===== src/orb_pkg.sv =====
// Shared constants and types for the output routing and brake control block
package orb_pkg;
	// Register offsets (byte addresses, one 32-bit word each)
	localparam int          ADDR_W          = 8;
	localparam logic [7:0]  OFS_POLARITY    = 8'h00;
	localparam logic [7:0]  OFS_MAN_SEL     = 8'h04;
	localparam logic [7:0]  OFS_MAN_VAL     = 8'h08;
	localparam logic [7:0]  OFS_READBACK    = 8'h0C;
	localparam logic [7:0]  OFS_ROUTE_EN    = 8'h10;
	localparam logic [7:0]  OFS_ROUTE_FIRST = 8'h14;
	localparam logic [7:0]  OFS_ROUTE_LAST  = 8'h24;
	localparam logic [7:0]  OFS_PWM_FREQ    = 8'h28;
	localparam logic [7:0]  OFS_PWM_DUTY    = 8'h2C;
	localparam logic [7:0]  OFS_CMD_WORD    = 8'h30;
	localparam logic [7:0]  OFS_MOTOR_FLAGS = 8'h34;
	localparam logic [7:0]  OFS_DELAY_FIRST = 8'h38;
	localparam logic [7:0]  OFS_DELAY_LAST  = 8'h44;
	localparam logic [7:0]  OFS_STATUS      = 8'h48;

	// Reset values
	localparam logic [31:0] RST_ZERO        = 32'h0000_0000;
	localparam logic [31:0] RST_PWM_FREQ    = 32'h0000_03E8;
	localparam logic [15:0] RST_DELAY       = 16'h0000;

	// Limits of the brake PWM settings
	localparam logic [31:0] PWM_FREQ_MAX    = 32'h0000_07D0;
	localparam logic [31:0] PWM_DUTY_MIN    = 32'h0000_0002;
	localparam logic [31:0] PWM_DUTY_MAX    = 32'h0000_0064;
	localparam logic [31:0] RST_PWM_DUTY    = PWM_DUTY_MAX;

	// Field positions
	localparam int          BIT_BRAKE       = 0;
	localparam int          BIT_OUT_BASE    = 16;
	localparam int          BIT_AUTO_BRAKE  = 2;
	localparam int          ROUTE_INV_BIT   = 7;
	localparam int          NUM_ROUTE       = 5;

	// Routing source codes
	localparam logic [7:0]  SRC_ONE         = 8'h00;
	localparam logic [7:0]  SRC_ZERO        = 8'h01;
	localparam logic [7:0]  SRC_ENC_FIRST   = 8'h02;
	localparam logic [7:0]  SRC_ENC_LAST    = 8'h08;
	localparam logic [7:0]  SRC_POS_FIRST   = 8'h09;
	localparam logic [7:0]  SRC_POS_LAST    = 8'h0F;
	localparam logic [7:0]  SRC_PWM         = 8'h10;
	localparam logic [7:0]  SRC_PWM_INV     = 8'h11;

	// Timing
	localparam int          CLK_HZ          = 10_000_000;
	localparam int          CLK_PERIOD_NS   = 100;
	localparam int          MS_NS           = 1_000_000;
	localparam int          MS_CYCLES       = MS_NS / CLK_PERIOD_NS;

	typedef enum logic [5:0] {
		ST_HELD      = 6'b00_0001,
		ST_WAIT_REL  = 6'b00_0010,
		ST_WAIT_RUN  = 6'b00_0100,
		ST_RUN       = 6'b00_1000,
		ST_WAIT_HOLD = 6'b01_0000,
		ST_WAIT_OFF  = 6'b10_0000
	} orb_brake_state_t;
endpackage


===== src/orb_pwm.sv =====
// Brake PWM generator built on a phase accumulator
module orb_pwm
	import orb_pkg::*;
#(
	parameter int CLK_RATE = CLK_HZ
) (
	input  wire logic        ref_clk,
	input  wire logic        rst,
	input  wire logic        restart,
	input  wire logic [31:0] freq_hz,
	input  wire logic [31:0] duty_pct,
	output logic             pwm
);
	localparam logic [31:0] RATE = 32'(CLK_RATE);

	logic [31:0] acc_reg;
	logic [32:0] acc_sum;
	logic [63:0] phase_scaled;
	logic [63:0] duty_scaled;

	assign acc_sum      = {1'b0, acc_reg} + {1'b0, freq_hz};
	assign phase_scaled = 64'(acc_reg) * 64'(PWM_DUTY_MAX);
	assign duty_scaled  = 64'(duty_pct) * 64'(RATE);

	// One period lasts CLK_RATE / freq_hz cycles on average
	always_ff @(posedge ref_clk) begin
		if (rst || restart) begin
			acc_reg <= RST_ZERO;
		end else if (acc_sum >= {1'b0, RATE}) begin
			acc_reg <= 32'(acc_sum - {1'b0, RATE});
		end else begin
			acc_reg <= acc_sum[31:0];
		end
	end

	// High for duty_pct percent of the period; 100 percent stays high
	always_ff @(posedge ref_clk) begin
		if (rst || restart) begin
			pwm <= 1'b0;
		end else begin
			pwm <= (phase_scaled < duty_scaled);
		end
	end
endmodule


===== src/orb_output_routing_brake_ctrl.sv =====
// Digital output stage with polarity, manual override, routing and brake sequencing
//
// The register offsets and the strobed register port were chosen for this implementation.
module orb_output_routing_brake_ctrl
	import orb_pkg::*;
#(
	parameter int NUM_OUT   = 4,
	parameter int MS_CYC    = MS_CYCLES
) (
	input  wire logic               ref_clk,
	input  wire logic               rst,
	input  wire logic [ADDR_W-1:0]  reg_addr,
	input  wire logic [31:0]        reg_wdata,
	input  wire logic               reg_wr,
	input  wire logic               reg_rd,
	output logic      [31:0]        reg_rdata,
	input  wire logic               op_enable_req,
	input  wire logic               enc_step,
	input  wire logic               pos_step,
	input  wire logic               enc_is_incremental,
	output logic      [NUM_OUT-1:0] out_pins,
	output logic                    soft_pwm_out,
	output logic                    brake_out,
	output logic                    motor_current_on,
	output logic                    motor_stop_req,
	output logic                    op_enabled
);
	logic [31:0]      polarity_reg;
	logic [31:0]      man_sel_reg;
	logic [31:0]      man_val_reg;
	logic [31:0]      readback_reg;
	logic [31:0]      route_en_reg;
	logic [15:0]      route_cfg_reg [NUM_ROUTE];
	logic [31:0]      pwm_freq_reg;
	logic [31:0]      pwm_duty_reg;
	logic [31:0]      cmd_reg;
	logic [31:0]      motor_flags_reg;
	logic [15:0]      delay_reg [4];
	logic [5:0]       div_cnt_reg [NUM_ROUTE];
	logic [NUM_ROUTE-1:0] route_val;
	logic [NUM_ROUTE-1:0] route_wr;
	logic [31:0]      applied_next;
	logic             routing_on;
	logic             auto_brake;
	logic             pwm_restart;
	logic             brake_pwm;
	logic             brake_rel_reg;
	logic             brake_cmd;
	logic             timer_done;
	logic [15:0]      timer_limit;
	logic [$clog2(MS_CYC+1)-1:0] ms_pre_reg;
	logic [15:0]      ms_cnt_reg;
	orb_brake_state_t state_reg;
	orb_brake_state_t state_next;
	assign routing_on = (route_en_reg == 32'h0000_0001);
	assign auto_brake = motor_flags_reg[BIT_AUTO_BRAKE];

	always_ff @(posedge ref_clk) begin
		if (rst) begin
			polarity_reg    <= RST_ZERO;
			man_sel_reg     <= RST_ZERO;
			man_val_reg     <= RST_ZERO;
			route_en_reg    <= RST_ZERO;
			cmd_reg         <= RST_ZERO;
			motor_flags_reg <= RST_ZERO;
		end else if (reg_wr) begin
			case (reg_addr)
				OFS_POLARITY:    polarity_reg    <= reg_wdata;
				OFS_MAN_SEL:     man_sel_reg     <= reg_wdata;
				OFS_MAN_VAL:     man_val_reg     <= reg_wdata;
				OFS_ROUTE_EN:    route_en_reg    <= reg_wdata;
				OFS_CMD_WORD:    cmd_reg         <= reg_wdata;
				OFS_MOTOR_FLAGS: motor_flags_reg <= reg_wdata;
				default: ;
			endcase
		end
	end

	// Brake PWM settings; out-of-range values are refused
	always_ff @(posedge ref_clk) begin
		if (rst) begin
			pwm_freq_reg <= RST_PWM_FREQ;
			pwm_duty_reg <= RST_PWM_DUTY;
		end else if (reg_wr) begin
			if (reg_addr == OFS_PWM_FREQ && reg_wdata <= PWM_FREQ_MAX) begin
				pwm_freq_reg <= reg_wdata;
			end
			if (reg_addr == OFS_PWM_DUTY && reg_wdata >= PWM_DUTY_MIN
				&& reg_wdata <= PWM_DUTY_MAX) begin
				pwm_duty_reg <= reg_wdata;
			end
		end
	end

	assign pwm_restart = reg_wr && (reg_addr == OFS_PWM_FREQ || reg_addr == OFS_PWM_DUTY);
	orb_pwm #(
		.CLK_RATE (CLK_HZ)
	) u_pwm (
		.ref_clk  (ref_clk),
		.rst      (rst),
		.restart  (pwm_restart),
		.freq_hz  (pwm_freq_reg),
		.duty_pct (pwm_duty_reg),
		.pwm      (brake_pwm)
	);

	// Brake delays in milliseconds, one word each
	always_ff @(posedge ref_clk) begin
		if (rst) begin
			for (int k = 0; k < 4; k++) begin
				delay_reg[k] <= RST_DELAY;
			end
		end else if (reg_wr && reg_addr >= OFS_DELAY_FIRST && reg_addr <= OFS_DELAY_LAST
			&& reg_addr[1:0] == 2'b00) begin
			delay_reg[2'((reg_addr - OFS_DELAY_FIRST) >> 2)] <= reg_wdata[15:0];
		end
	end

	// Routing words and per-channel pulse dividers
	generate
		for (genvar i = 0; i < NUM_ROUTE; i++) begin : g_route
			logic [7:0] src;
			logic [4:0] sel;
			logic       gate;
			logic       step;
			logic [2:0] shift;
			logic       fire;

			assign route_wr[i] = reg_wr && reg_addr == 8'(OFS_ROUTE_FIRST + 8'(4 * i));
			assign src   = route_cfg_reg[i][15:8];
			assign sel   = route_cfg_reg[i][4:0];
			// Command bits beyond the 32-bit word never switch on
			assign gate  = (route_cfg_reg[i][6:5] == 2'b00)
				&& (cmd_reg[sel] ^ route_cfg_reg[i][ROUTE_INV_BIT]);
			assign step  = (src >= SRC_ENC_FIRST && src <= SRC_ENC_LAST)
				? (enc_step && enc_is_incremental)
				: (src >= SRC_POS_FIRST && src <= SRC_POS_LAST) ? pos_step : 1'b0;
			assign shift = (src <= SRC_ENC_LAST) ? 3'(src - SRC_ENC_FIRST)
				: 3'(src - SRC_POS_FIRST);
			assign fire  = step && (div_cnt_reg[i] == 6'((7'h01 << shift) - 7'h01));

			always_ff @(posedge ref_clk) begin
				if (rst) begin
					route_cfg_reg[i] <= RST_ZERO[15:0];
				end else if (route_wr[i]) begin
					route_cfg_reg[i] <= reg_wdata[15:0];
				end
			end
			// Divider count restarts whenever the routing word is rewritten
			always_ff @(posedge ref_clk) begin
				if (rst || route_wr[i]) begin
					div_cnt_reg[i] <= 6'h00;
				end else if (fire) begin
					div_cnt_reg[i] <= 6'h00;
				end else if (step) begin
					div_cnt_reg[i] <= div_cnt_reg[i] + 6'h01;
				end
			end
			// Pulses last one clock, well inside the 2 kHz and 500 Hz limits
			always_comb begin
				case (src)
					SRC_ONE:     route_val[i] = gate;
					SRC_ZERO:    route_val[i] = 1'b0;
					SRC_PWM:     route_val[i] = gate && brake_pwm;
					SRC_PWM_INV: route_val[i] = gate && !brake_pwm;
					default:     route_val[i] = gate && fire;
				endcase
			end
		end
	endgenerate

	// Millisecond timer, restarted at every state change and every delay write
	always_ff @(posedge ref_clk) begin
		if (rst || state_next != state_reg || (reg_wr && reg_addr >= OFS_DELAY_FIRST
			&& reg_addr <= OFS_DELAY_LAST)) begin
			ms_pre_reg <= '0;
			ms_cnt_reg <= 16'h0000;
		end else if (ms_pre_reg == ($clog2(MS_CYC+1))'(MS_CYC - 1)) begin
			ms_pre_reg <= '0;
			if (ms_cnt_reg != 16'hFFFF) begin
				ms_cnt_reg <= ms_cnt_reg + 16'h0001;
			end
		end else begin
			ms_pre_reg <= ms_pre_reg + ($clog2(MS_CYC+1))'(1);
		end
	end

	always_comb begin
		case (state_reg)
			ST_WAIT_REL:  timer_limit = delay_reg[2];
			ST_WAIT_RUN:  timer_limit = delay_reg[3];
			ST_WAIT_HOLD: timer_limit = delay_reg[0];
			ST_WAIT_OFF:  timer_limit = delay_reg[1];
			default:      timer_limit = 16'h0000;
		endcase
	end
	assign timer_done = (ms_cnt_reg >= timer_limit);

	// Power sequencing around operation enabled
	always_comb begin
		state_next = state_reg;
		case (state_reg)
			ST_HELD: begin
				if (op_enable_req) state_next = ST_WAIT_REL;
			end
			ST_WAIT_REL: begin
				if (!op_enable_req) state_next = ST_WAIT_OFF;
				else if (timer_done) state_next = ST_WAIT_RUN;
			end
			ST_WAIT_RUN: begin
				if (!op_enable_req) state_next = ST_WAIT_HOLD;
				else if (timer_done) state_next = ST_RUN;
			end
			ST_RUN: begin
				if (!op_enable_req) state_next = ST_WAIT_HOLD;
			end
			ST_WAIT_HOLD: begin
				if (timer_done) state_next = ST_WAIT_OFF;
			end
			ST_WAIT_OFF: begin
				if (timer_done) state_next = ST_HELD;
			end
			default: state_next = ST_HELD;
		endcase
	end

	always_ff @(posedge ref_clk) begin
		if (rst) begin
			state_reg        <= ST_HELD;
			brake_rel_reg    <= 1'b0;
			motor_current_on <= 1'b0;
			motor_stop_req   <= 1'b0;
			op_enabled       <= 1'b0;
		end else begin
			state_reg        <= state_next;
			brake_rel_reg    <= (state_next == ST_WAIT_RUN || state_next == ST_RUN
				|| state_next == ST_WAIT_HOLD);
			motor_current_on <= (state_next != ST_HELD);
			motor_stop_req   <= (state_next == ST_WAIT_HOLD || state_next == ST_WAIT_OFF);
			op_enabled       <= (state_next == ST_RUN);
		end
	end
	// Released brake is driven with the PWM in automatic mode
	assign brake_cmd = auto_brake ? (brake_rel_reg && brake_pwm)
		: cmd_reg[BIT_BRAKE];
	// Resolve polarity, routing and manual override per bit
	always_comb begin
		applied_next = RST_ZERO;
		applied_next[BIT_BRAKE] = man_sel_reg[BIT_BRAKE] ? man_val_reg[BIT_BRAKE]
			: (brake_cmd ^ polarity_reg[BIT_BRAKE]);
		for (int n = 0; n < NUM_OUT; n++) begin
			if (man_sel_reg[BIT_OUT_BASE + n]) begin
				applied_next[BIT_OUT_BASE + n] = man_val_reg[BIT_OUT_BASE + n];
			end else if (routing_on) begin
				applied_next[BIT_OUT_BASE + n] = route_val[n + 1];
			end else begin
				applied_next[BIT_OUT_BASE + n] = cmd_reg[BIT_OUT_BASE + n]
					^ polarity_reg[BIT_OUT_BASE + n];
			end
		end
	end

	always_ff @(posedge ref_clk) begin
		if (rst) begin
			readback_reg <= RST_ZERO;
			out_pins     <= '0;
			brake_out    <= 1'b0;
			soft_pwm_out <= 1'b0;
		end else begin
			readback_reg <= applied_next;
			out_pins     <= applied_next[BIT_OUT_BASE +: NUM_OUT];
			brake_out    <= applied_next[BIT_BRAKE];
			soft_pwm_out <= routing_on && route_val[0];
		end
	end

	// Read data in the cycle after the strobe; unmapped reads give zero
	always_ff @(posedge ref_clk) begin
		if (rst) begin
			reg_rdata <= RST_ZERO;
		end else if (reg_rd) begin
			case (reg_addr)
				OFS_POLARITY:    reg_rdata <= polarity_reg;
				OFS_MAN_SEL:     reg_rdata <= man_sel_reg;
				OFS_MAN_VAL:     reg_rdata <= man_val_reg;
				OFS_READBACK:    reg_rdata <= readback_reg;
				OFS_ROUTE_EN:    reg_rdata <= route_en_reg;
				OFS_PWM_FREQ:    reg_rdata <= pwm_freq_reg;
				OFS_PWM_DUTY:    reg_rdata <= pwm_duty_reg;
				OFS_CMD_WORD:    reg_rdata <= cmd_reg;
				OFS_MOTOR_FLAGS: reg_rdata <= motor_flags_reg;
				OFS_STATUS:      reg_rdata <= {26'h0, state_reg};
				default: begin
					if (reg_addr >= OFS_ROUTE_FIRST && reg_addr <= OFS_ROUTE_LAST
						&& reg_addr[1:0] == 2'b00) begin
						reg_rdata <= {16'h0000,
							route_cfg_reg[3'((reg_addr - OFS_ROUTE_FIRST) >> 2)]};
					end else if (reg_addr >= OFS_DELAY_FIRST && reg_addr <= OFS_DELAY_LAST
						&& reg_addr[1:0] == 2'b00) begin
						reg_rdata <= {16'h0000,
							delay_reg[2'((reg_addr - OFS_DELAY_FIRST) >> 2)]};
					end else begin
						reg_rdata <= RST_ZERO;
					end
				end
			endcase
		end
	end
endmodule


===== config.mk =====
export PLATFORM = sky130hd
export DESIGN_NAME = orb_output_routing_brake_ctrl
export DESIGN_NICKNAME = d
export VERILOG_FILES = /design/src/orb_pkg.sv /design/src/orb_pwm.sv /design/src/orb_output_routing_brake_ctrl.sv
export SDC_FILE = /design/constraint.sdc
export NUM_CORES = 2
export LEC_CHECK = 0
export BUFFER_PORTS_ARGS = -buffer_cell sky130_fd_sc_hd__buf_2
export CAP_MARGIN = 20
export CORE_MARGIN = 2
export CORE_UTILIZATION = 30
export CTS_CLUSTER_SIZE = 12
export DETAILED_ROUTE_END_ITERATION = 12
export HOLD_SLACK_MARGIN = 0.03
export SETUP_SLACK_MARGIN = 0.02
export SYNTH_ARGS = -nofsm -noshare
export SYNTH_HDL_FRONTEND = slang
export SYNTH_SLANG_ARGS = --single-unit

===== constraint.sdc =====
create_clock -name ref_clk -period 10.7 [get_ports ref_clk]
set_input_delay 1.07 -clock ref_clk [delete_from_list [all_inputs] [get_ports ref_clk]]
set_output_delay 1.07 -clock ref_clk [all_outputs]
set_load 0.01 [all_outputs]

* Yosys cells after proc, flatten, opt, wreduce, memory -nomap -nowiden *
Memory sizes are Yosys's and may differ from the RTL's.
Cells that the tools add are included.

storage, ports and cells
  register bits = 399
  latch bits = 0
  memory bits (writable) = 174
  ROM bits = 0
  input bits = 48
  output and inout bits = 41
  word-level logic and storage cells = 395
  memories = 3

cells by class
  add/sub/neg operators = 26
  multiply operators = 2
  divide/modulo/power cells = 0
  order comparisons = 35
  eq/ne operators = 49
  shift operators = 5
  muxes and demuxes = 137
  bitwise gates (word level) = 25
  reduce and logical (&&, ||, !) cells = 90

memory list
  name           words  bits a word  read ports  clocked after Yosys merged registers in  wr ports  RTL line                             text
  route_cfg_reg  5      16           6           0                                        5         orb_output_routing_brake_ctrl.sv:33  logic [15:0] route_cfg_reg [NUM_ROUTE];
  delay_reg      4      16           5           0                                        4         orb_output_routing_brake_ctrl.sv:38  logic [15:0] delay_reg [4];
  div_cnt_reg    5      6            5           0                                        5         orb_output_routing_brake_ctrl.sv:39  logic [5:0] div_cnt_reg [NUM_ROUTE];

operators with widths
  cell                                                    count
  case mux 32 bit (10 select lines)                       1
  2-to-1 mux 16 bit                                       8
  == test 8 x 5 -> 1 bit (second input constant)          14
  2-to-1 mux 6 bit                                        18
  2-to-1 mux 1 bit                                        91
  <= comparator 8 x 4 -> 1 bit (second input constant)    10
  case mux 16 bit (4 select lines)                        1
  < comparator 39 x 56 -> 1 bit                           1
  logical AND 1 bit                                       54
  multiplier 32 x 17 -> 49 bit (second input constant)    1
  == test 8 x 6 -> 1 bit (second input constant)          6
  zero test 8 bit                                         6
  == test 8 x 1 -> 1 bit (second input constant)          5
  >= comparator 8 x 2 -> 1 bit (second input constant)    5
  >= comparator 8 x 4 -> 1 bit (second input constant)    5
  multiplier 32 x 5 -> 37 bit (second input constant)     1
  case mux 6 bit (6 select lines)                         1
  adder 32 x 32 -> 33 bit                                 1
  >= comparator 33 x 24 -> 1 bit (second input constant)  1
  == test 32 x 1 -> 1 bit (second input constant)         1
  >= comparator 32 x 2 -> 1 bit (second input constant)   1
  <= comparator 32 x 11 -> 1 bit (second input constant)  1
  <= comparator 32 x 7 -> 1 bit (second input constant)   1
  2-to-1 mux 32 bit                                       1
  42 further kinds                                        134

* Depth between registers and ports, before layout *
An unclocked memory read counts as a cell.

  depth in word-level cells = 12
  mapped depth = 31
  depth with buffers taken out = 31

* By module *
From an unflattened synthesis, not the netlist that was laid out.

second synthesis, totals
  cell total of the unflattened synthesis = 4848
  area, all modules = 43505.5 um^2

modules (own cells, without submodules)
  module                         times used  cells an instance  area an instance (um^2)  sequential area each (um^2)
  orb_output_routing_brake_ctrl  1           2779               26176.4                  11911.4
  orb_pwm                        1           2069               17329.1                  660.6

* Worst setup path after synthesis *
OpenSTA, ideal clock, no wires.

  path type = register to register
  start point = register pwm_duty_reg[14]
  end point = register u_pwm.pwm
  library setup time = 132 ps
  data arrival time = 7302 ps
  required time = 10568 ps
  slack = 3265 ps
  stages on the path, launching flop included = 32
  buffers on the path = 1
  period minus slack after synthesis = 7435 ps
  cell sequence = dfxtp_1 > ha_1 > ha_1 > inv_1 > fa_1 > inv_1 > fa_1 > fa_1 > inv_1 > fa_1 > inv_1 > ha_1 > clkbuf_1 > nand2_1 > o21ai_0 > a211oi_1 > a21o_1 > o41ai_1 > a31oi_1 > xor2_1 > ha_1 > o21ai_0 > nand2b_1 > a21oi_1 > a2111oi_0 > o2111ai_1 > a2111o_1 > a211oi_1 > nand4_1 > or4_1 > nor4_1 > a21oi_1

between the ends
  word-level cells in the longest chain between the ends = 2

RTL lines
  item                           RTL line                             text
  start, declared                orb_output_routing_brake_ctrl.sv:35  logic [31:0] pwm_duty_reg;
  start signal, assigned         orb_output_routing_brake_ctrl.sv:90  pwm_duty_reg <= reg_wdata;
  multiplier 32 x 17 -> 49 bit   orb_pwm.sv:23                        assign duty_scaled = 64'(duty_pct) * 64'(RATE);
  < comparator 39 x 56 -> 1 bit  orb_pwm.sv:41                        pwm <= (phase_scaled < duty_scaled);
  end signal, assigned           orb_pwm.sv:41
  end, declared                  orb_pwm.sv:12                        output logic pwm

No other way between the ends.
A chain may end at the register's enable or synchronous reset.

* Worst setup path in the final report *
  start point = register pwm_duty_reg[5]
  end point = register u_pwm.pwm

The elaborated chain is that of the path after synthesis.

==> flow_summary.json <==
{
  "die_w_um": 381.2,
  "fmax_mhz": 117.9,
  "num_rows": 138,
  "drive_gt1_frac": 0.07797,
  "hold_class": "reg -> reg",
  "routed_wl_mm": 136.3,
  "path_clk_slew_ps": 90,
  "setup_viol": 0,
  "final_common_cell": "nand2_1",
  "dp_cells": 6551,
  "htree_levels": 2,
  "design_power_total_mw": 7.188,
  "portBuffers": 88,
  "wire_per_inst_um": 20.44,
  "relSlewSlack": 0.2263,
  "finalSetupTns_ps": 0,
  "hold_buffers": 0,
  "slowest_delay_ps": 800,
  "grt_overflow": 0,
  "cts_tree": "done",
  "maxSlewViolCount": 0,
  "path_class": "reg -> reg",
  "yosysUniqueCellTypes": 91,
  "syn_nets": 5466,
  "crit_arrival_ps": 9000,
  "ant_nets": 0,
  "fin_ws_ps": 2217,
  "fin_crit_sh": 0.7928,
  "worst_pin_slew_ps": 1154,
  "grt_max_degree": 94,
  "grt_pass1_vias": 33890,
  "syn_to_final_growth_pct": 9.932,
  "startpoint": "pwm_duty_reg[5]$_SDFFE_PP1P_",
  "core_um2": 141400,
  "worstPathRequired_ps": 11220,
  "gp_congestion": 0.9124,
  "max-cap-violations": 0,
  "post_cts_buffers": 0,
  "cts_buffers": 58,
  "initial_core_util": 0.3019,
  "finClkSkew_ps": 35.39,
  "instances_no_fill": 6668,
  "dieArea_um2": 145300,
  "worstHoldStart": "ms_pre_reg[0]$_SDFF_PP0_",
  "ys_async_sr_fraction": 0,
  "reg2reg_from": "pwm_duty_reg[5]$_SDFFE_PP1P_",
  "cts_sinks": 541,
  "rsz0062_at_grt": "false",
  "synth_edf_count": 174,
  "drt_iter0_markers": 3411,
  "insertion_delay_ps": 650,
  "critPathSlowestCell": "o41ai_1",
  "ir_worst_vdd_mv": 0.1195,
  "power.density_nw_per_um2": 153.1,
  "syn_area_per_cell_um2": 8.973,
  "synth.yosys.seq_area_share": 0.2945,
  "pre_cts_ws_ps": 2385,
  "via_per_inst": 5.234,
  "grt_usage": 0.1857,
  "post-route-drc-count": 0,
  "syn_area_um2": 42690,
  "p_leak_nw": 19.92,
  "hold_viol": 0,
  "ys.flop_type": "dfxtp_1",
  "ctsResizeCount": 0,
  "final_cell_mix": "nand2_1, inv_1, ha_1",
  "period_needed_ps": 8483,
  "root_buffer": "clkbuf_16",
  "critPathLaunchType": "register",
  "antenna_found_initial": 25,
  "synthesis.instances": 4758,
  "fp.dieH_um": 381.2,
  "placedInstanceArea_um2": 45040,
  "dp_hpwl_mm": 104.2,
  "final_area_um2": 46940,
  "cp-end-kind": "register",
  "largest_reg_flops": 80,
  "grt_first_pass_wirelength_mm": 210.1,
  "io_pins": 89,
  "ys_seq_elements": 541,
  "vias": 34900,
  "crit_fanout": 9,
  "fin_nets": 5431,
  "drt-pass1-iter-count": 7,
  "clockBufferDepth": 3,
  "status": "finished clean",
  "ys_warn_count": 0
}
[power breakdown]
part,switching [mW],internal (mW)
combinational,1.64,1.19
sequential,0.148,2.21
clock,0.871,1.13
total,2.66,4.53
[cells by family (layout without fill, tap and decap cells)]
kind of cell             after synthesis  count (layout)  share of synthesized area
AO/OA/AOI/OAI                        941             941                     0.1461
XOR/XNOR                             181             181                    0.03713
adder cells (fa/ha/maj)              660             660                     0.2272
buffers and inverters                782             795                    0.07022
flip-flops                           541             541                     0.2945
multiplexers                         137             137                    0.05638
other                                  0               7                          0
AND/OR/NAND/NOR                     1516            1516                     0.1685
[final timing paths]
kind                                                  to  slack, ps  cells after the start
worst max-delay path                u_pwm.pwm$_SDFF_PP0_       2220                     30
worst min-delay path            ms_pre_reg[0]$_SDFF_PP0_        450                      1
worst max register to register      u_pwm.pwm$_SDFF_PP0_       2220                     30
worst min register to register  ms_pre_reg[0]$_SDFF_PP0_        450                      1
[final cells by class]
class / count / area, µm²
tap: 1890 / 2365
clock buffer: 90 / 1688
clock inverter: 18 / 172.7
fill: 14560 / 94480
sequential: 541 / 12570
inverter: 552 / 2072
antenna: 7 / 17.52
multi-input combinational: 3435 / 27230
timing repair buffer: 135 / 820.8
[through the flow]
stage / utilization / hold slack [ps]
after global routing: 0.3319 / 467.1
final: 0.3319 / 449.4
after global placement: 0.3183 / 439.7
after floorplan: - / 424.7
after detailed placement: 0.3185 / 444.3
after CTS: 0.3317 / 453.5
[worst max-delay path: cells and delay by family, from the launching register on]
kind,cells,cell delay [ps]
xor gates and xnor gates,1,190
adders and majority gates,8,3470
AOI/OAI and AO/OA,12,2980
buffers and inverters,4,220
DFF,1,590
and+or+nand+nor,5,900
[cells in the mapped netlist (18+ instances only)]
cell type,instances,share of area
and3_1,27,0.0040
a21oi_1,380,0.045
ha_1,468,0.14
mux2i_1,47,0.011
fa_1,192,0.090
a311oi_1,20,0.0041
a21boi_0,21,0.0037
o211ai_1,22,0.0039
nor2b_1,19,0.0028
nand2_1,630,0.055
nand4_1,35,0.0051
nand2b_1,35,0.0051
inv_1,551,0.048
nor2_1,255,0.022
nand3_1,99,0.012
clkbuf_1,207,0.018
and2_1,209,0.031
nor3_1,75,0.0088
dfxtp_1,367,0.17
xor2_1,85,0.017
a221oi_1,36,0.0074
o21ai_0,96,0.011
xnor2_1,96,0.020
mux4_2,82,0.043
a31oi_1,18,0.0026
a222oi_1,50,0.012
a211oi_1,28,0.0049
nor4_1,35,0.0051
a21o_1,62,0.011
edfxtp_1,174,0.12
a22oi_1,37,0.0065
[per-layer routing]
layer	GRT usage	wire length (µm)	vias to the layer above
met3	0.04418	12570	214
li1	-	-	16500
met5	0	129	-
met2	0.2864	60030	1259
met1	0.2540	59090	16910
met4	0.06097	4480	20
Note: power is estimated with default switching activity, not from simulation.
